[src/csm_pkg.sv]
package csm_pkg;
  localparam int LMI_ADDR_W  = 12;
  localparam int LMI_DATA_W  = 32;
  localparam int WORD_LSB    = 2;
  localparam int IDX_W       = LMI_ADDR_W - WORD_LSB;
  localparam int RC_ADDR_W   = 8;
  localparam int RC_DATA_W   = 16;
  localparam int RC_BE_W     = 2;
  localparam int BUSDEV_W    = 13;
  localparam int CLK_MHZ     = 100;
  localparam int LMI_MAX_MHZ = 250;
  localparam int RC_MAX_MHZ  = 50;
  // Give up on a missing acknowledge after this long
  localparam int ACK_WAIT_NS  = 640;
  localparam int ACK_WAIT_CYC = (ACK_WAIT_NS * CLK_MHZ + 999) / 1000;
  localparam int CFG_WORDS    = 128;
  localparam int RC_REGS      = 16;
  localparam logic [RC_DATA_W-1:0]  RC_RESET_VAL   = 16'h0000;
  localparam logic [IDX_W-1:0]      AER_LOG_FIRST  = 10'h047;
  localparam logic [IDX_W-1:0]      AER_LOG_LAST   = 10'h04A;
  localparam logic [IDX_W-1:0]      CMD_STAT_IDX   = 10'h001;
  localparam logic [LMI_DATA_W-1:0] CMD_STAT_WMASK = 32'h0000_FFFF;
  localparam logic [LMI_DATA_W-1:0] ALL_WMASK      = 32'hFFFF_FFFF;
  localparam logic [LMI_DATA_W-1:0] NO_WMASK       = 32'h0000_0000;

  function automatic logic is_aer_log(input logic [IDX_W-1:0] idx);
    return (idx >= AER_LOG_FIRST) && (idx <= AER_LOG_LAST);
  endfunction

  // Writable bits of one configuration word; all else is read-only
  function automatic logic [LMI_DATA_W-1:0] wmask(input logic [IDX_W-1:0] idx);
    if (is_aer_log(idx)) begin
      return ALL_WMASK;
    end else if (idx == CMD_STAT_IDX) begin
      return CMD_STAT_WMASK;
    end
    return NO_WMASK;
  endfunction
endpackage

[src/csm_if.sv]
interface csm_if (
  input wire logic clock,  // Fabric clock shared by both ends
  input wire logic rst_n   // System reset, active low
);
  logic [csm_pkg::LMI_ADDR_W-1:0] lmi_address;
  logic [csm_pkg::LMI_DATA_W-1:0] lmi_wdata;
  logic [csm_pkg::LMI_DATA_W-1:0] lmi_rdata;
  logic                           lmi_rd;
  logic                           lmi_wr;
  logic                           lmi_ack;
  logic [csm_pkg::RC_ADDR_W-1:0]  rc_address;
  logic [csm_pkg::RC_BE_W-1:0]    rc_byteenable;
  logic                           rc_chipselect;
  logic                           rc_read;
  logic                           rc_write;
  logic [csm_pkg::RC_DATA_W-1:0]  rc_writedata;
  logic                           rc_waitrequest;
  logic [csm_pkg::RC_DATA_W-1:0]  rc_readdata;
  logic                           rc_readdatavalid;
  logic                           rc_rst_n;

  modport dev (
    input  clock, rst_n, lmi_address, lmi_wdata, lmi_rd, lmi_wr,
    input  rc_address, rc_byteenable, rc_chipselect, rc_read, rc_write, rc_writedata, rc_rst_n,
    output lmi_rdata, lmi_ack, rc_waitrequest, rc_readdata, rc_readdatavalid
  );
  modport app (
    input  clock, rst_n, lmi_rdata, lmi_ack, rc_waitrequest, rc_readdata, rc_readdatavalid,
    output lmi_address, lmi_wdata, lmi_rd, lmi_wr,
    output rc_address, rc_byteenable, rc_chipselect, rc_read, rc_write, rc_writedata, rc_rst_n
  );
endinterface

[src/csm_rc_regs.sv]
module csm_rc_regs #(
  parameter int REGS = csm_pkg::RC_REGS
) (
  input  wire logic                                clock,          // Fabric clock
  input  wire logic                                rc_rst_n,       // Reconfiguration reset, active low
  input  wire logic [csm_pkg::RC_ADDR_W-1:0]       address,        // Register address
  input  wire logic [csm_pkg::RC_BE_W-1:0]         byteenable,     // Accepted but unused
  input  wire logic                                chipselect,     // Slave select
  input  wire logic                                read,           // Read request
  input  wire logic                                write,          // Write request
  input  wire logic [csm_pkg::RC_DATA_W-1:0]       writedata,      // Write data
  output logic                                     waitrequest,    // Slave cannot take a request
  output logic [csm_pkg::RC_DATA_W-1:0]            readdata,       // Read data
  output logic                                     readdatavalid,  // Qualifies readdata
  output logic [REGS-1:0][csm_pkg::RC_DATA_W-1:0]  values          // Override values for the store
);
  localparam int SEL_W = $clog2(REGS);

  logic [REGS-1:0][csm_pkg::RC_DATA_W-1:0] regs;
  wire logic                               take    = chipselect && (read || write) && !waitrequest;
  wire logic                               in_map  = address < csm_pkg::RC_ADDR_W'(REGS);
  wire logic [SEL_W-1:0]                   sel     = address[SEL_W-1:0];
  // byte enables ignored
  wire logic                               be_seen = |byteenable;
  wire logic [csm_pkg::RC_DATA_W-1:0]      rd_word = in_map ? regs[sel] : '0;

  assign values = regs;

  // reset restores defaults
  for (genvar g = 0; g < REGS; g++) begin : g_reg
    always_ff @(posedge clock or negedge rc_rst_n) begin
      if (!rc_rst_n) begin
        regs[g] <= csm_pkg::RC_RESET_VAL;
      // overwrite read-only values
      end else if (take && write && in_map && sel == SEL_W'(g)) begin
        regs[g] <= writedata;
      end
    end
  end

  // busy for one cycle after acceptance, R16 also high in reset
  always_ff @(posedge clock or negedge rc_rst_n) begin
    if (!rc_rst_n) begin
      waitrequest <= 1'b1;
    end else begin
      waitrequest <= take || (be_seen && 1'b0);
    end
  end

  // read data qualified by valid
  always_ff @(posedge clock or negedge rc_rst_n) begin
    if (!rc_rst_n) begin
      readdatavalid <= 1'b0;
      readdata      <= '0;
    end else begin
      readdatavalid <= take && read && !write;
      if (take && read && !write) begin
        readdata <= rd_word;
      end
    end
  end
endmodule // csm_rc_regs

[src/csm_device.sv]
// Function
// management port runs on fabric clock, 250 MHz max
// 12-bit byte address, low two bits ignored
// management data always 32 bits both ways
// bits keep link-side access attributes
// acknowledge marks write done or read valid
// read data held until next read
// writes change only writable bits
// application writes header log via management port
// application avoids other management writes
// management write corrupts captured bus/device number
// collision with link request may drop acknowledge
// reconfiguration slave: 8-bit address, 16-bit data
// reconfiguration writes change read-only values
// reconfiguration byte enables ignored
// waitrequest stalls; master holds its inputs
// waitrequest may be high when idle
// reconfiguration read data has valid strobe
// reconfiguration clock at most 50 MHz; here it is the fabric clock, 100 MHz
// reconfiguration reset restores register defaults
// one strobe, one outstanding management request
module csm_device #(
  parameter int WORDS   = csm_pkg::CFG_WORDS,
  parameter int RC_REGS = csm_pkg::RC_REGS
) (
  csm_if.dev                              bus,            // Management and reconfiguration ports
  input  wire logic                       link_req,       // Link configuration request, one cycle
  input  wire logic                       link_wr,        // Request is a write
  input  wire logic [csm_pkg::LMI_ADDR_W-1:0] link_addr,  // Link request byte address
  input  wire logic [csm_pkg::LMI_DATA_W-1:0] link_wdata, // Link write data
  input  wire logic [csm_pkg::BUSDEV_W-1:0]   link_busdev,// Bus/device number carried by the link write
  output logic [csm_pkg::LMI_DATA_W-1:0]      link_rdata, // Link read data
  output logic                                link_done,  // Link request completed
  output logic [csm_pkg::BUSDEV_W-1:0]        busdev      // Captured bus/device number
);
  localparam int DW    = csm_pkg::LMI_DATA_W;
  localparam int IW    = csm_pkg::IDX_W;
  localparam int RDW   = csm_pkg::RC_DATA_W;
  localparam int HALFS = DW / RDW;

  logic [DW-1:0]                stored [WORDS];
  logic [WORDS-1:0][DW-1:0]     view;
  logic [RC_REGS-1:0][RDW-1:0]  rc_values;
  wire logic                    clock_w = bus.clock;

  // word index from byte address
  wire logic [IW-1:0] lmi_idx  = bus.lmi_address[csm_pkg::LMI_ADDR_W-1:csm_pkg::WORD_LSB];
  wire logic [IW-1:0] link_idx = link_addr[csm_pkg::LMI_ADDR_W-1:csm_pkg::WORD_LSB];

  // a coinciding link request wins and the management one is dropped
  wire logic lmi_busy = link_req;
  wire logic lmi_rd   = bus.lmi_rd && !lmi_busy;
  wire logic lmi_wr   = bus.lmi_wr && !bus.lmi_rd && !lmi_busy;
  wire logic link_rd  = link_req && !link_wr;
  wire logic link_wrt = link_req && link_wr;

  wire logic [IW-1:0] wr_idx  = link_wrt ? link_idx : lmi_idx;
  wire logic [DW-1:0] wr_data = link_wrt ? link_wdata : bus.lmi_wdata;
  wire logic          wr_en   = link_wrt || lmi_wr;
  // same mask for link and management writes
  wire logic [DW-1:0] wr_mask = csm_pkg::wmask(wr_idx);

  wire logic          lmi_in_map  = lmi_idx < IW'(WORDS);
  wire logic          link_in_map = link_idx < IW'(WORDS);
  wire logic [DW-1:0] lmi_word    = lmi_in_map ? view[lmi_idx[$clog2(WORDS)-1:0]] : '0;
  wire logic [DW-1:0] link_word   = link_in_map ? view[link_idx[$clog2(WORDS)-1:0]] : '0;

  // Read-only value of a word: reconfiguration halves for the low words, else zero
  function automatic logic [DW-1:0] ro_value(input int w, input logic [RC_REGS-1:0][RDW-1:0] rc);
    logic [DW-1:0] v;
    v = '0;
    for (int h = 0; h < HALFS; h++) begin
      if (w * HALFS + h < RC_REGS) begin
        v[h*RDW +: RDW] = rc[w * HALFS + h];
      end
    end
    return v;
  endfunction

  for (genvar g = 0; g < WORDS; g++) begin : g_word
    localparam logic [IW-1:0] IDX = IW'(g);
    wire logic [DW-1:0] mask = csm_pkg::wmask(IDX);

    // read-only bits come from reconfiguration values
    assign view[g] = (stored[g] & mask) | (ro_value(g, rc_values) & ~mask);

    // only writable bits are written
    always_ff @(posedge clock_w or negedge bus.rst_n) begin
      if (!bus.rst_n) begin
        stored[g] <= '0;
      end else if (wr_en && wr_idx == IDX) begin
        stored[g] <= (stored[g] & ~wr_mask) | (wr_data & wr_mask);
      end
    end
  end

  // management port is synchronous to the fabric clock
  // acknowledge one cycle after a taken request
  always_ff @(posedge clock_w or negedge bus.rst_n) begin
    if (!bus.rst_n) begin
      bus.lmi_ack <= 1'b0;
    end else begin
      bus.lmi_ack <= lmi_rd || lmi_wr;
    end
  end

  // read data held until the next read
  // full 32-bit word returned
  always_ff @(posedge clock_w or negedge bus.rst_n) begin
    if (!bus.rst_n) begin
      bus.lmi_rdata <= '0;
    end else if (lmi_rd) begin
      bus.lmi_rdata <= lmi_word;
    end
  end

  // link write sets, management write corrupts
  always_ff @(posedge clock_w or negedge bus.rst_n) begin
    if (!bus.rst_n) begin
      busdev <= '0;
    end else if (link_wrt) begin
      busdev <= link_busdev;
    end else if (lmi_wr) begin
      busdev <= bus.lmi_wdata[csm_pkg::BUSDEV_W-1:0];
    end
  end

  always_ff @(posedge clock_w or negedge bus.rst_n) begin
    if (!bus.rst_n) begin
      link_done  <= 1'b0;
      link_rdata <= '0;
    end else begin
      link_done <= link_req;
      if (link_rd) begin
        link_rdata <= link_word;
      end
    end
  end

  // R12 8-bit address, 16-bit data slave
  csm_rc_regs #(
    .REGS (RC_REGS)
  ) u_rc (
    .clock         (clock_w),
    .rc_rst_n      (bus.rc_rst_n),
    .address       (bus.rc_address),
    .byteenable    (bus.rc_byteenable),
    .chipselect    (bus.rc_chipselect),
    .read          (bus.rc_read),
    .write         (bus.rc_write),
    .writedata     (bus.rc_writedata),
    .waitrequest   (bus.rc_waitrequest),
    .readdata      (bus.rc_readdata),
    .readdatavalid (bus.rc_readdatavalid),
    .values        (rc_values)
  );
endmodule // csm_device

[src/flat_wrapper.sv]
// flat-port wrapper written by rule: the top's interface ports become plain ports
module csm_device_flat 
#(
  parameter int WORDS   = csm_pkg::CFG_WORDS,
  parameter int RC_REGS = csm_pkg::RC_REGS
)
  (link_req, link_wr, link_addr, link_wdata, link_busdev, link_rdata, link_done, busdev, clock, rst_n, bus_lmi_address, bus_lmi_wdata, bus_lmi_rd, bus_lmi_wr, bus_rc_address, bus_rc_byteenable, bus_rc_chipselect, bus_rc_read, bus_rc_write, bus_rc_writedata, bus_rc_rst_n, bus_lmi_rdata, bus_lmi_ack, bus_rc_waitrequest, bus_rc_readdata, bus_rc_readdatavalid);
  csm_if bus_i (.clock(clock), .rst_n(rst_n));
  input  wire logic link_req;
  input  wire logic link_wr;
  input  wire logic [csm_pkg::LMI_ADDR_W-1:0] link_addr;
  input  wire logic [csm_pkg::LMI_DATA_W-1:0] link_wdata;
  input  wire logic [csm_pkg::BUSDEV_W-1:0] link_busdev;
  output logic [csm_pkg::LMI_DATA_W-1:0] link_rdata;
  output logic link_done;
  output logic [csm_pkg::BUSDEV_W-1:0] busdev;
  input wire logic clock;
  input wire logic rst_n;
  input wire logic [$bits(bus_i.lmi_address)-1:0] bus_lmi_address;
  input wire logic [$bits(bus_i.lmi_wdata)-1:0] bus_lmi_wdata;
  input wire logic [$bits(bus_i.lmi_rd)-1:0] bus_lmi_rd;
  input wire logic [$bits(bus_i.lmi_wr)-1:0] bus_lmi_wr;
  input wire logic [$bits(bus_i.rc_address)-1:0] bus_rc_address;
  input wire logic [$bits(bus_i.rc_byteenable)-1:0] bus_rc_byteenable;
  input wire logic [$bits(bus_i.rc_chipselect)-1:0] bus_rc_chipselect;
  input wire logic [$bits(bus_i.rc_read)-1:0] bus_rc_read;
  input wire logic [$bits(bus_i.rc_write)-1:0] bus_rc_write;
  input wire logic [$bits(bus_i.rc_writedata)-1:0] bus_rc_writedata;
  input wire logic [$bits(bus_i.rc_rst_n)-1:0] bus_rc_rst_n;
  output wire logic [$bits(bus_i.lmi_rdata)-1:0] bus_lmi_rdata;
  output wire logic [$bits(bus_i.lmi_ack)-1:0] bus_lmi_ack;
  output wire logic [$bits(bus_i.rc_waitrequest)-1:0] bus_rc_waitrequest;
  output wire logic [$bits(bus_i.rc_readdata)-1:0] bus_rc_readdata;
  output wire logic [$bits(bus_i.rc_readdatavalid)-1:0] bus_rc_readdatavalid;
  assign bus_i.lmi_address = bus_lmi_address;
  assign bus_i.lmi_wdata = bus_lmi_wdata;
  assign bus_i.lmi_rd = bus_lmi_rd;
  assign bus_i.lmi_wr = bus_lmi_wr;
  assign bus_i.rc_address = bus_rc_address;
  assign bus_i.rc_byteenable = bus_rc_byteenable;
  assign bus_i.rc_chipselect = bus_rc_chipselect;
  assign bus_i.rc_read = bus_rc_read;
  assign bus_i.rc_write = bus_rc_write;
  assign bus_i.rc_writedata = bus_rc_writedata;
  assign bus_i.rc_rst_n = bus_rc_rst_n;
  assign bus_lmi_rdata = bus_i.lmi_rdata;
  assign bus_lmi_ack = bus_i.lmi_ack;
  assign bus_rc_waitrequest = bus_i.rc_waitrequest;
  assign bus_rc_readdata = bus_i.rc_readdata;
  assign bus_rc_readdatavalid = bus_i.rc_readdatavalid;
  csm_device #(.WORDS(WORDS), .RC_REGS(RC_REGS)) u_core (.bus(bus_i), .link_req(link_req), .link_wr(link_wr), .link_addr(link_addr), .link_wdata(link_wdata), .link_busdev(link_busdev), .link_rdata(link_rdata), .link_done(link_done), .busdev(busdev));
endmodule
[config.mk]
export PLATFORM = sky130hd
export DESIGN_NAME = csm_device_flat
export DESIGN_NICKNAME = d
export VERILOG_FILES = /design/src/csm_pkg.sv /design/src/csm_if.sv /design/src/csm_rc_regs.sv /design/src/csm_device.sv /design/src/flat_wrapper.sv
export SDC_FILE = /design/constraint.sdc
export NUM_CORES = 1
export LEC_CHECK = 0
export BUFFER_PORTS_ARGS = -buffer_cell sky130_fd_sc_hd__buf_4
export CAP_MARGIN = 25
export CELL_PAD_IN_SITES_DETAIL_PLACEMENT = 0
export CELL_PAD_IN_SITES_GLOBAL_PLACEMENT = 1
export CORE_MARGIN = 2
export CORE_UTILIZATION = 43
export CTS_CLUSTER_SIZE = 8
export DETAILED_ROUTE_END_ITERATION = 10
export GPL_ROUTABILITY_DRIVEN = 0
export PLACE_DENSITY = 0.72
export SKIP_LAST_GASP = 1
export SLEW_MARGIN = 20
export SYNTH_ARGS = -nofsm -noshare
export SYNTH_HDL_FRONTEND = slang
export SYNTH_HIERARCHICAL = 1
export SYNTH_SLANG_ARGS = --single-unit
export TNS_END_PERCENT = 100
[constraint.sdc]
create_clock -name clock -period 4.5 [get_ports clock]
set_clock_uncertainty 0.1 [all_clocks]
set_input_delay 0.9 -clock clock [delete_from_list [all_inputs] [get_ports clock]]
set_output_delay 0.9 -clock clock [all_outputs]
set_load 0.01 [all_outputs]
---- After elaboration in Yosys (flattened, before gate mapping) ----
Index checks and enable logic that the tools add are counted.
storage, ports and cells
  register bits after elaboration ......... 513
  output and inout bits ................... 97
cells by class
  order comparisons ....................... 8
  eq/ne operators ......................... 20
  mux-type cells .......................... 18
  bitwise operators ....................... 13
  reduce and logical (&&, ||, !) cells .... 43
operator list
  operator                                                         count
  binary-select mux 32 bit (select 7 bit)                          2
  two-way mux 32 bit                                               8
  AND 32 bit                                                       6
  bitwise OR 32 bit                                                5
  binary-select mux 16 bit (select 4 bit)                          1
  == test 10 x 7 -> 1 bit, second input constant                   4
  logical AND 1 bit                                                33
  == test 4 bit, second input constant                             8
  two-way mux 16 bit                                               2
  NOT 32 bit                                                       1
  bitwise OR 16 x 32 -> 32 bit                                     1
  two-way mux 13 bit                                               2
  < comparator 10 x 8 -> 1 bit, second input constant              2
  == test 4 x 3 -> 1 bit, second input constant                    4
  < comparator 7 x 8 -> 1 bit, second input constant               2
  == test 10 x 1 -> 1 bit, second input constant                   1
  >= comparator 10 x 7 -> 1 bit, second input constant             1
  less-or-equal comparator 10 x 7 -> 1 bit, second input constant  1
  two-way mux 10 bit                                               1
  == test 4 x 2 -> 1 bit, second input constant                    2
  < comparator 8 x 5 -> 1 bit, second input constant               1
  zero test 1 bit                                                  5
  < comparator 4 x 5 -> 1 bit, second input constant               1
  == test 4 x 1 -> 1 bit, second input constant                    1
  other kinds (4)                                                  7

---- Longest topological paths before layout ----
Gate-level depths: netlist of run 1.
  depth after elaboration ................. 9
  mapped depth ............................ 8
  depth with buffers taken out ............ 5

---- By module ----
The synthesis of run 1 kept the hierarchy.
modules (own cells, without submodules)
  module       times used  cells each  area an instance (um^2)  seq. area each (um^2)
  csm_device   1           1688        15826.4                  5580.4
  csm_rc_regs  1           748         12344.3                  6857.8

---- Worst setup path before layout of run 1 ----
No wires, ideal clock.
  kind .................................... input-to-reg
  start ................................... in bus_rc_address[2]
  end ..................................... reg u_core/u_rc/readdata[12] (netlist name)
  library setup time ...................... 0.121 ns
  arrival time ............................ 2.512 ns
  data required time ...................... 4.279 ns
  slack ................................... 1.767 ns
  cell stages on the path ................. 7
  path buffers ............................ 3
  cell sequence ........................... clkbuf_1 > buf_2 > buf_2 > mux4_2 > mux2i_1 > mux2i_1 > a22o_1
on the way
  longest elaborated chain between the ends .. 3
  elaborated cells between the ends (all ways) .. 4
  classes of those cells .................. 1 x order compare; 3 x mux
ends and longest elaborated chain
  what                                      line                RTL
  from (decl)                               flat_wrapper.sv:23  input wire logic [$bits(bus_i.rc_address)-1:0] bus_rc_address;
  binary-select mux 16 bit (select 4 bit)   csm_rc_regs.sv:25   wire logic [csm_pkg::RC_DATA_W-1:0] rd_word = in_map ? regs[sel] : '0;
  two-way mux 16 bit (not written as such)  csm_rc_regs.sv:25
  two-way mux 16 bit *                      csm_rc_regs.sv:25
  to (signal assigned)                      csm_rc_regs.sv:58   readdata <= rd_word;
  to (decl)                                 csm_rc_regs.sv:13   output logic [csm_pkg::RC_DATA_W-1:0] readdata,
Mark *: on every way between the ends. The rest lies on a longest branch, timed or not. The select of a mux whose other input is x is not followed.
A chain may end at the register's enable or synchronous reset.

---- Worst setup path after layout of run 1 ----
Same ends and word-level chain as after synthesis.

==> results of run 1 <==
## critical path, stage by stage
cell and delay [ns]:
sky130_fd_sc_hd__buf_4 0.41, sky130_fd_sc_hd__buf_12 0.33, sky130_fd_sc_hd__mux4_2 0.54, sky130_fd_sc_hd__mux2i_1 0.38, sky130_fd_sc_hd__mux2i_1 0.28, sky130_fd_sc_hd__a22o_1 0.26
## routing by layer
metal,vias up,wire (um)
met1,11500,45100
li1,9435,-
met2,1200,45300
met5,-,19
met3,217,10200
met4,4,3650
## logic make-up (layout without fill, tap and decap cells)
group,after synthesis,after routing,synth area share
mux,716,716,0.303
flops,497,497,0.442
compound gates,625,625,0.152
other cells,0,1,0
buf+inv,263,425,0.0414
simple gates,335,335,0.0620
## final cells by class
type / instances / area [um2] / share of cell area
Multi-Input combinational cell: 1676 / 14600 / 0.447
Sequential cell: 497 / 12400 / 0.381
Timing Repair Buffer: 308 / 2500 / 0.0766
Clock buffer: 78 / 1900 / 0.0581
Tap cell: 855 / 1070 / 0.0327
Inverter: 35 / 131 / 0.00402
Clock inverter: 4 / 31.3 / 0.000958
Antenna cell: 1 / 2.50 / 0.0000766
## power groups by stage
stage               registers, mW  logic (mW)  clock network [mW]
floorplan                    4.71       0.594                   0
global placement             4.71        1.11                   0
detailed placement           4.72        1.13                   0
CTS                          4.65        1.13                4.98
global route                 4.66        1.21                5.18
finish                       4.65        1.14                4.89
## stage by stage
stage / hold slack, ns / total power [mW]
floorplan: 0.376 / 5.30
global placement: 0.367 / 5.82
detailed placement: 0.375 / 5.84
CTS: 0.227 / 10.8
global route: 0.265 / 11.0
finish: 0.216 / 10.7
## synth_stat cells, drive strengths merged (2+ instances only)
cell,count,area share
and2,17,0.0038
o221ai,32,0.0099
nor2b,66,0.015
a21o,14,0.0037
a22oi,42,0.011
dfrtp,496,0.44
mux2,421,0.17
a22o,47,0.015
nand3,6,0.0011
mux2i,230,0.082
nor2,44,0.0067
nand4b,6,0.0026
nand2,143,0.019
a32oi,2,0.00089
mux4,65,0.052
nand2b,29,0.0064
nor4,3,0.0017
a21oi,118,0.021
o22ai,64,0.014
nand3b,4,0.0011
inv,35,0.0047
a211oi,22,0.0059
a211o,86,0.027
a31oi,64,0.014
or3,2,0.00044
clkbuf,142,0.019
a2bb2oi,10,0.0031
nor3,10,0.0030
o21ai,121,0.025
buf,86,0.018
## path summary, 6_finish.rpt
check / endpoint / slack, ns / depth (start not counted)
max in group asynchronous: async pin / 3.03 / 2
hold reg to reg: u_core/busdev[8]$_DFFE_PN0N_ / 0.39 / 2
setup reg to reg: u_core/u_rc/values[203]$_DFFE_PN0P_ / 2.30 / 5
setup / recovery: u_core/u_rc/readdata[12]$_DFFE_PN0P_ / 1.74 / 6
min in group clock: u_core/busdev[8]$_DFFE_PN0N_ / 0.39 / 2
hold / removal: u_core/u_rc/values[70]$_DFFE_PN0P_ / 0.22 / 1
==> PnR_summary.wiki, run 1 <==
{| class="wikitable"
! Metric !! Value
|-
| Start-to-end type of the worst setup path || primary input to register
|-
| Largest net degree at the start of global routing || 103
|-
| Final antenna-violating net count || 0
|-
| Combinational group share of total power || 0.107
|-
| Net Switching || 2.75 mW
|-
| Cell area after technology mapping || 0.0282 mm2
|-
| Routed length per instance || 30.2 um
|-
| Origin of the critical flop-to-flop path || u_core/u_rc/waitrequest$_DFF_PN1_
|-
| Peak-usage layer in the global routing report || met2
|-
| Initial antenna violation count || 5
|-
| Number of remaining DRC errors || 0
|-
| Clock network power share || 0.458
|-
| Height of the chip || 260 um
|-
| Final Worst Setup Slack || 1.74 ns
|-
| Peak supply drop || 0.265 mV
|-
| Path type of the worst min-delay path || primary input to async pin
|-
| Met1 track utilization from global routing || 0.436
|-
| Internal Dissipation || 7.93 mW
|-
| Max Cap Violations || 0
|-
| Detailed Route Iter0 Violations || 2237
|-
| Number of distinct library cells after synthesis || 54
|-
| Chip width || 260 um
|-
| Fill cell total of the finished layout || 5739
|-
| Share of synthesized area occupied by flip-flops and latches || 0.442
|-
| Max_slew headroom || 0.329
|-
| Proportion of layout cells with a drive suffix above 1 || 0.356
|-
| Arrival time of data at the critical path endpoint || 3.14 ns
|-
| Endpoints failing setup || 0
|-
| Slew Viols, Final || 0
|-
| Placed cell area || 0.0307 mm2
|-
| Critical path capture point type || register
|-
| Total negative setup slack || 0 ns
|-
| Final instance count without filler cells || 3454
|-
| Clock latency reported for the late side of the worst-skew pair || 0.61 ns
|-
| Critical Path Fanout Max || 30
|-
| Run status || complete, no violations
|-
| Final critical path time including I/O delays and setup || 2.76 ns
|-
| Leading cell type in the layout, fill and taps excluded || sky130_fd_sc_hd__dfrtp_1
|-
| Sum of overflow across all layers after global routing || 0
|-
| P per Cell Area || 327 mW/mm2
|-
| Drt total wl || 104 mm
|-
| Initial Utilization || 0.436
|-
| Placed Cells || 3371
|-
| YS warnings || 6
|-
| Switching fraction of total power || 0.258
|-
| Post-synthesis to final-layout area growth || 16.0%
|-
| Total I/O pin count || 234
|-
| Max Buffers Root-to-Sink || 3
|-
| Number of enable flip-flop cells after synthesis || 0
|-
| Final cell utilization of the core || 0.506
|-
| Commonest non-fill, non-tap cells in the layout || 496 x sky130_fd_sc_hd__dfrtp_1, 408 x sky130_fd_sc_hd__mux2_2, 291 x sky130_fd_sc_hd__buf_4, 230 x sky130_fd_sc_hd__mux2i_1, 142 x sky130_fd_sc_hd__nand2_1
|-
| Sequential share of power || 0.435
|-
| Number of global-route vias before repair || 22200
|-
| Clock edge transition at the registers on the reported setup and hold paths || 0.05 ns
|-
| Count of mapped cells out of synthesis || 2436
|-
| Share of the clock period used by the worst path || 0.612
|-
| Half-perimeter wire length of the detailed placement result || 63.4 mm
|-
| Standard-cell row count || 93
|-
| Start point of the critical path || bus_rc_address[2]
|-
| Count of nets after finishing || 2727
|-
| Post-CTS Setup Bufs || 0
|-
| Worst path required time || 4.88 ns
|-
| FFs w/ async S/R, synth || 1.00
|-
| RSZ-0062 raised after global routing || false
|-
| Die area || 0.0676 mm2
|-
| Detailed-route vias per instance || 6.46
|-
| Post-Syn Nets || 2573
|-
| Final-report hold violation count || 0
|-
| Register bit count reported by yosys || 497
|-
| Clock sink count || 497
|-
| Post-cts hold buffer count || 0
|-
| Non-Filler Cell Area, Final || 0.0327 mm2
|-
| Met3 Use GR || 0.0784
|-
| Leakage || 15.7 nW
|-
| Minimum setup slack after placement || 1.12 ns
|-
| Placeable core region || 0.0646 mm2
|-
| Count of buffers from port buffering || 227
|-
| Vias after detailed routing || 22300
|-
| Global-route total usage across every layer || 0.308
|-
| CTS root buf || sky130_fd_sc_hd__clkbuf_16
|-
| Main flop type after synthesis || sky130_fd_sc_hd__dfrtp_1
|-
| CTS tree || yes
|-
| Global-route met2 utilization || 0.452
|-
| Number of resized instances in the post-cts repair step || 0
|-
| Total CTS buffers || 72
|-
| Timing-limited maximum frequency || 0.363 GHz
|-
| Worst Max-Slew Pin Slew || 1.01 ns
|-
| H-Tree Depth || 3
|-
| Detailed Routing Iterations Pass 1 || 5
|-
| Wire length of the first global-routing pass || 152 mm
|-
| Startpoint type of the worst setup path || primary input
|-
| Mean Syn Cell Area || 11.6 um2
|}
(Power assumes the default switching activity.)
==> run 2: changes to the inputs <==
--- a/config.mk
+++ b/config.mk
@@ -14,7 +14,7 @@
 export CTS_CLUSTER_SIZE = 8
 export DETAILED_ROUTE_END_ITERATION = 10
 export GPL_ROUTABILITY_DRIVEN = 0
-export PLACE_DENSITY = 0.72
+export PLACE_DENSITY = 0.75
 export SKIP_LAST_GASP = 1
 export SLEW_MARGIN = 20
 export SYNTH_ARGS = -nofsm -noshare
==> constraint.sdc (replaced) <==
create_clock -name clock -period 2.51 [get_ports clock]
set_clock_uncertainty 0.1 [all_clocks]
set_input_delay 0.502 -clock clock [delete_from_list [all_inputs] [get_ports clock]]
set_output_delay 0.502 -clock clock [all_outputs]
set_load 0.01 [all_outputs]
==> run 2 against run 1 <==
Against the previous run: final cell count grew 3.1%; critical path depth grew 2; count of clock-buffer cells in the layout grew 3; hold slack lost 0.18 ns; combinational power grew 88%; largest power group unchanged; first-iteration DRC count shrank 7.4%; via count grew 0.74%; core utilization grew 2.1 points; final area grew 4.2%.
==> PnR_summary.wiki, run 2 (same netlist as run 1, synthesis figures left out) <==
{| class="wikitable"
! Metric !! Value
|-
| Overall power consumption || 19.4 mW (+81%)
|-
| Critical path capture point type || register
|-
| Detailed-route vias per instance || 6.31 (-2.3%)
|-
| Die area || 0.0676 mm2 (unchanged)
|-
| Max_slew headroom || 0.565 (+0.235)
|-
| Vias after detailed routing || 22500 (+0.74%)
|-
| Final critical path time including I/O delays and setup || 2.37 ns
|-
| Final cell utilization of the core || 0.527 (+0.0211)
|-
| Final antenna-violating net count || 0 (unchanged)
|-
| Highest metal layer used by the detailed router || met5
|-
| Detailed Routing Iterations Pass 1 || 5 (unchanged)
|-
| Share of the clock period used by the worst path || 0.946
|-
| P per Cell Area || 569 mW/mm2 (+74%)
|-
| Clock edge transition at the registers on the reported setup and hold paths || 0.05 ns (about the same)
|-
| Sum of overflow across all layers after global routing || 0 (unchanged)
|-
| Half-perimeter wire length of the detailed placement result || 68.2 mm (+7.6%)
|-
| Minimum setup slack after placement || -0.0192 ns (-1.14 ns)
|-
| Post-CTS Setup Bufs || 0 (unchanged)
|-
| Global-route total usage across every layer || 0.298 (-0.00993)
|-
| Total CTS buffers || 72 (unchanged)
|-
| Initial antenna violation count || 1 (-4)
|-
| Detailed Route Iter0 Violations || 2071 (-7.4%)
|-
| Switching fraction of total power || 0.255 (-0.00244)
|-
| Routed length per instance || 28.3 um (-6.1%)
|-
| Worst hold slack across all endpoints || 0.0317 ns (-0.184 ns)
|-
| Placed Cells || 3474 (+3.1%)
|-
| Count of nets after finishing || 2833 (+3.9%)
|-
| RSZ-0062 raised after global routing || false
|-
| Post-synthesis to final-layout area growth || 20.8%
|-
| Met1 layer wirelength in the final routing || 42.6 mm (-5.6%)
|-
| Count of buffers from port buffering || 227 (unchanged)
|-
| Number of antenna diodes || 0 (-1)
|-
| Total I/O pin count || 234 (unchanged)
|-
| Number of global-route vias before repair || 22600 (+1.5%)
|-
| Max Cap Violations || 0 (unchanged)
|-
| Met2 wirelength from detailed routing || 43.7 mm (-3.5%)
|-
| Sequential share of power || 0.431 (-0.004)
|-
| CTS tree || yes
|-
| Standard-cell row count || 93 (unchanged)
|-
| Number of remaining DRC errors || 0 (unchanged)
|-
| Run status || complete, no violations
|-
| Peak supply drop || 0.404 mV (+53%)
|-
| H-Tree Depth || 3 (unchanged)
|-
| Path type of the worst min-delay path || primary input to register
|-
| Start-to-end type of the worst setup path || primary input to register
|-
| Height of the chip || 260 um (unchanged)
|-
| Slew Viols, Final || 0 (unchanged)
|-
| Leading cell type in the layout, fill and taps excluded || sky130_fd_sc_hd__dfrtp_1
|-
| Clock sink count || 497 (unchanged)
|-
| Final instance count without filler cells || 3561 (+3.1%)
|-
| Max stage delay on crit path || 0.54 ns (about the same)
|-
| Startpoint type of the worst setup path || primary input
|-
| Commonest non-fill, non-tap cells in the layout || 496 x sky130_fd_sc_hd__dfrtp_1, 408 x sky130_fd_sc_hd__mux2_2, 351 x sky130_fd_sc_hd__buf_4, 230 x sky130_fd_sc_hd__mux2i_1, 142 x sky130_fd_sc_hd__nand2_1
|-
| Initial Utilization || 0.436 (unchanged)
|-
| Critical Path Fanout Max || 16 (-47%)
|-
| Net Switching || 4.94 mW (+80%)
|-
| Leakage || 16.4 nW (+4.6%)
|-
| Largest net degree at the start of global routing || 69 (-33%)
|-
| Worst Max-Slew Pin Slew || 0.649 ns (-0.357 ns)
|-
| Clock network power share || 0.459 (about the same)
|-
| Placeable core region || 0.0646 mm2 (unchanged)
|-
| Non-Filler Cell Area, Final || 0.0340 mm2 (+4.2%)
|-
| Proportion of layout cells with a drive suffix above 1 || 0.379 (+0.0231)
|-
| Wire length of the first global-routing pass || 149 mm (-2.3%)
|-
| Max Buffers Root-to-Sink || 3 (unchanged)
|-
| Combinational group share of total power || 0.110 (+0.003)
|-
| Endpoints failing setup || 0 (unchanged)
|-
| Total negative setup slack || 0 ns (unchanged)
|-
| Chip width || 260 um (unchanged)
|-
| Fill cell total of the finished layout || 5548 (-3.3%)
|-
| Timing-limited maximum frequency || 0.421 GHz
|-
| Placed cell area || 0.0320 mm2 (+4.2%)
|-
| Critical-path cell with the highest stage delay || sky130_fd_sc_hd__dlygate4sd3_1
|-
| Cell-by-cell listing of the critical path || dlygate4sd3_1 > buf_4 > and2_2 > and4b_1 > a31oi_1 > a211o_1 > buf_12 > mux2_2
|-
| Clock latency reported for the late side of the worst-skew pair || 0.60 ns (about the same)
|-
| CTS root buf || sky130_fd_sc_hd__clkbuf_16
|-
| Met3 Routed Length || 11.6 mm (+14%)
|-
| Internal Dissipation || 14.4 mW (+82%)
|-
| Drt total wl || 101 mm (-3.2%)
|-
| Final Worst Setup Slack || 0.135 ns (-1.61 ns)
|-
| Worst path required time || 2.89 ns (-1.99 ns)
|-
| Arrival time of data at the critical path endpoint || 2.75 ns (-0.39 ns)
|-
| Final-report hold violation count || 0 (unchanged)
|}
[run 2: changes by cell type in the layout (fill, tap and decap cells not counted), sizes merged]
cell	before	now
buf	307	410
dlygate4sd3	0	3
inv	38	37
clkbuf	79	82
diode	1	0
[run 2: metal layers]
metal	global-route usage	vias to the layer above
li1	-	9647
met1	0.419	11400
met2	0.435	1207
met3	0.0897	190
met4	0.102	2
met5	0	-
[run 2: final timing paths]
path | start | to | slack (ns) | cells after the start
min in group asynchronous | bus_rc_rst_n | u_core/u_rc/values[102]$_DFFE_PN0P_ | 0.36 | 2
worst min-delay path | bus_lmi_wr | u_core/bus.lmi_ack$_DFF_PN0_ | 0.03 | 3
worst max register to register | u_core/u_rc/waitrequest$_DFF_PN1_ | u_core/u_rc/values[135]$_DFFE_PN0P_ | 0.39 | 5
max in group asynchronous | rst_n | u_core/bus.lmi_rdata[19]$_DFFE_PN0P_ | 1.19 | 3
worst min register to register | u_core/busdev[3]$_DFFE_PN0N_ | u_core/busdev[3]$_DFFE_PN0N_ | 0.38 | 2
worst max-delay path | link_req | register | 0.14 | 8
[run 2: cell type report]
| cell class | count | area, um2 | share of cell area |
|---|---|---|---|
| Clock buffer | 81 | 1940 | 0.0571 |
| Tap cell | 855 | 1070 | 0.0314 |
| Clock inverter | 3 | 22.5 | 0.000662 |
| Sequential cell | 497 | 12400 | 0.366 |
| Timing Repair Buffer | 414 | 3840 | 0.113 |
| Inverter | 35 | 131 | 0.00386 |
| Multi-Input combinational cell | 1676 | 14600 | 0.428 |
[run 2: timing repair]
action / CTS / global route
hold buffers: 3 / 0
hold endpoints to repair: 112 / 0
resized for setup: 0 / 0
[run 2: worst max-delay path: cells and delay by family]
kind | cells | cell delay (ns)
muxes | 1 | 0.36
and+or+nand+nor | 2 | 0.44
buffers and inverters | 3 | 0.90
AOI/OAI and AO/OA | 2 | 0.53
[run 2: power by group through the flow]
stage                     clock network [mW]  logic (mW)  registers [mW]
after floorplan                            0        1.06            8.44
after global placement                     0        2.07            8.45
after detailed placement                   0        2.11            8.46
after CTS                               9.01        2.12            8.33
after global routing                    9.33        2.27            8.35
final                                   8.89        2.14            8.34
==> run 3: changes to the inputs <==
--- a/config.mk
+++ b/config.mk
@@ -15,6 +15,7 @@
 export DETAILED_ROUTE_END_ITERATION = 10
 export GPL_ROUTABILITY_DRIVEN = 0
 export PLACE_DENSITY = 0.75
+export REMOVE_ABC_BUFFERS = 1
 export SKIP_LAST_GASP = 1
 export SLEW_MARGIN = 20
 export SYNTH_ARGS = -nofsm -noshare
==> run 3 against run 2 <==
Against the previous run: final cell count decreased by 0.17%; maximum frequency decreased by 0.78%; critical path depth unchanged; global-route usage decreased by 0.53 points; wire length decreased by 1.4%; register-to-register slack got worse by 0.10 ns; first-iteration DRC count increased by 10%; sequential cell count unchanged; die area unchanged; count of clock-buffer cells in the layout increased by 5; highest routed layer unchanged.
==> PnR_summary.wiki, run 3 (same netlist as run 1, synthesis figures left out) <==
{| class="wikitable"
! Metric !! Value
|-
| Run status || complete, no violations
|-
| Endpoint of the lowest-slack register-to-register path || u_core/u_rc/values[133]$_DFFE_PN0P_
|-
| Clock latency reported for the late side of the worst-skew pair || 0.60 ns (about the same)
|-
| Slew Viols, Final || 0 (unchanged)
|-
| Detailed Routing Iterations Pass 1 || 5 (unchanged)
|-
| Height of the chip || 260 um (unchanged)
|-
| Critical Path Fanout Max || 16 (unchanged)
|-
| Sum of overflow across all layers after global routing || 0 (unchanged)
|-
| Chip width || 260 um (unchanged)
|-
| Final critical path time including I/O delays and setup || 2.39 ns (+0.0186 ns)
|-
| Clock sink count || 497 (unchanged)
|-
| Max Cap Violations || 0 (unchanged)
|-
| Non-Filler Cell Area, Final || 0.0341 mm2 (+0.34%)
|-
| CTS tree || yes
|-
| Commonest non-fill, non-tap cells in the layout || 496 x sky130_fd_sc_hd__dfrtp_1, 408 x sky130_fd_sc_hd__mux2_2, 326 x sky130_fd_sc_hd__buf_4, 229 x sky130_fd_sc_hd__mux2i_1, 142 x sky130_fd_sc_hd__nand2_1
|-
| Startpoint type of the worst setup path || primary input
|-
| Vias after detailed routing || 22600 (+0.69%)
|-
| Final antenna-violating net count || 0 (unchanged)
|-
| Net Switching || 5.00 mW (+1.1%)
|-
| Timing-limited maximum frequency || 0.418 GHz (-0.78%)
|-
| Max Buffers Root-to-Sink || 3 (unchanged)
|-
| Number of global-route vias before repair || 22800 (+1.2%)
|-
| Start point of the critical path || link_req
|-
| RSZ-0062 raised after global routing || false
|-
| Arrival time of data at the critical path endpoint || 2.77 ns (+0.02 ns)
|-
| Endpoints failing setup || 0 (unchanged)
|-
| CTS root buf || sky130_fd_sc_hd__clkbuf_16
|-
| Final instance count without filler cells || 3555 (-0.17%)
|-
| Global-route total usage across every layer || 0.292 (-0.00533)
|-
| Internal Dissipation || 14.5 mW (+0.80%)
|-
| Switching fraction of total power || 0.256 (+0.000605)
|-
| Worst path required time || 2.88 ns (about the same)
|-
| Worst Max-Slew Pin Slew || 0.725 ns (+0.0760 ns)
|-
| Clock edge transition at the registers on the reported setup and hold paths || 0.05 ns (about the same)
|-
| Sequential share of power || 0.426 (-0.005)
|-
| P per Cell Area || 572 mW/mm2 (+0.54%)
|-
| Leading cell type in the layout, fill and taps excluded || sky130_fd_sc_hd__dfrtp_1
|-
| Half-perimeter wire length of the detailed placement result || 64.0 mm (-6.2%)
|-
| Initial antenna violation count || 3 (+2)
|-
| Max_slew headroom || 0.517 (-0.0481)
|-
| Wire length of the first global-routing pass || 146 mm (-1.6%)
|-
| Start-to-end type of the worst setup path || primary input to register
|-
| Critical path capture point type || register
|-
| Placeable core region || 0.0646 mm2 (unchanged)
|-
| Worst hold slack across all endpoints || 0.0541 ns (+0.0224 ns)
|-
| Number of remaining DRC errors || 0 (unchanged)
|-
| Placed cell area || 0.0321 mm2 (+0.14%)
|-
| Placed Cells || 3460 (-0.40%)
|-
| Detailed Route Iter0 Violations || 2286 (+10%)
|-
| Path type of the worst min-delay path || primary input to register
|-
| Final Worst Setup Slack || 0.117 ns (-0.0186 ns)
|-
| Overall power consumption || 19.5 mW (+0.88%)
|-
| Final cell utilization of the core || 0.529 (+0.00180)
|-
| Final-report hold violation count || 0 (unchanged)
|-
| Origin of the critical flop-to-flop path || u_core/u_rc/waitrequest$_DFF_PN1_
|-
| Combinational group share of total power || 0.112 (+0.002)
|-
| Cells on worst reg2reg path || 5 (unchanged)
|-
| Initial Utilization || 0.436 (unchanged)
|-
| Clock network power share || 0.462 (+0.003)
|-
| Drt total wl || 99.5 mm (-1.4%)
|-
| Detailed-route vias per instance || 6.37 (+0.86%)
|-
| Share of the clock period used by the worst path || 0.953 (+0.00741)
|-
| Total I/O pin count || 234 (unchanged)
|-
| Total CTS buffers || 72 (unchanged)
|-
| Standard-cell row count || 93 (unchanged)
|-
| Leakage || 16.4 nW (about the same)
|-
| Peak supply drop || 0.387 mV (-4.2%)
|-
| Total negative setup slack || 0 ns (unchanged)
|-
| Minimum setup slack among reg-to-reg paths || 0.29 ns (-0.10 ns)
|-
| Largest net degree at the start of global routing || 67 (-2.9%)
|-
| H-Tree Depth || 3 (unchanged)
|-
| Minimum setup slack after placement || -0.0219 ns (-0.00265 ns)
|-
| Count of nets after finishing || 2821 (-0.42%)
|-
| Count of buffers from port buffering || 227 (unchanged)
|-
| Post-CTS Setup Bufs || 0 (unchanged)
|-
| Proportion of layout cells with a drive suffix above 1 || 0.377 (-0.00221)
|-
| Die area || 0.0676 mm2 (unchanged)
|-
| Routed length per instance || 28.0 um (-1.3%)
|-
| Fill cell total of the finished layout || 5618 (+1.3%)
|-
| Post-synthesis to final-layout area growth || 21.2%
|}
-- run 3: cell count changes in the layout (fill, tap and decap cells not counted), moves of 2 or more --
cell,previous run,this run
sky130_fd_sc_hd__buf_12,56,67
sky130_fd_sc_hd__nand2b_2,0,2
sky130_fd_sc_hd__nand2b_1,29,27
sky130_fd_sc_hd__dlygate4sd3_1,3,5
sky130_fd_sc_hd__diode_2,0,2
sky130_fd_sc_hd__inv_6,2,0
sky130_fd_sc_hd__clkbuf_1,4,8
sky130_fd_sc_hd__buf_4,351,326
-- run 3: worst min path at each step --
stage	start	to	slack [ns]	depth (start not counted)
after global placement	u_core/busdev[4]$_DFFE_PN0N_	u_core/busdev[4]$_DFFE_PN0N_	0.36	2
after global routing	bus_lmi_wr	u_core/bus.lmi_ack$_DFF_PN0_	0.09	3
after floorplan	rst_n	async pin	0.11	0
final	bus_lmi_wr	u_core/bus.lmi_ack$_DFF_PN0_	0.05	3
after detailed placement	u_core/busdev[3]$_DFFE_PN0N_	u_core/busdev[3]$_DFFE_PN0N_	0.38	2
after CTS	bus_lmi_wr	u_core/bus.lmi_ack$_DFF_PN0_	0.03	3
-- run 3: repair_timing --
action | 4_1_cts | 5_1_grt
endpoints found under the hold margin | 112 | 0
gates resized for setup | 0 | 1
endpoints found under the setup margin | 0 | 32
hold buffers | 5 | 0
-- run 3: power groups by stage --
| stage | clock, mW | sequential [mW] | combinational [mW] |
|---|---|---|---|
| final | 9.02 | 8.33 | 2.19 |
| after global routing | 9.48 | 8.34 | 2.32 |
| after CTS | 9.18 | 8.33 | 2.17 |
| after detailed placement | 0 | 8.46 | 2.16 |
| after global placement | 0 | 8.44 | 2.11 |
| after floorplan | 0 | 8.44 | 0.767 |
-- run 3: routing by layer --
metal | vias to the layer above | global-route usage | routed length, um | share of wire
met4 | 4 | 0.117 | 3700 | 0.037
li1 | 9637 | - | - | -
met2 | 1145 | 0.457 | 45800 | 0.46
met3 | 253 | 0.0635 | 8820 | 0.089
met1 | 11600 | 0.395 | 41200 | 0.41
met5 | - | 0 | 24 | 0.00024
-- run 3: layout make-up --
| cell class | instances | area, um2 | share of cell area |
|---|---|---|---|
| flip-flops and latches | 497 | 12400 | 0.364 |
| clock buffers | 86 | 1980 | 0.0580 |
| inverters | 35 | 131 | 0.00385 |
| clock inverters | 2 | 25.0 | 0.000733 |
| multi-input cells | 1676 | 14600 | 0.427 |
| diodes | 2 | 5.00 | 0.000147 |
| repair buffers | 402 | 3900 | 0.114 |
| well taps | 855 | 1070 | 0.0313 |
-- run 3: worst max-delay path, cell delays in order --
cell and delay (ns):
sky130_fd_sc_hd__dlygate4sd3_1 0.53, sky130_fd_sc_hd__buf_4 0.18, sky130_fd_sc_hd__and2_2 0.25, sky130_fd_sc_hd__and4b_1 0.20
sky130_fd_sc_hd__a31oi_1 0.31, sky130_fd_sc_hd__a211o_1 0.20, sky130_fd_sc_hd__buf_12 0.22, sky130_fd_sc_hd__mux2_2 0.35
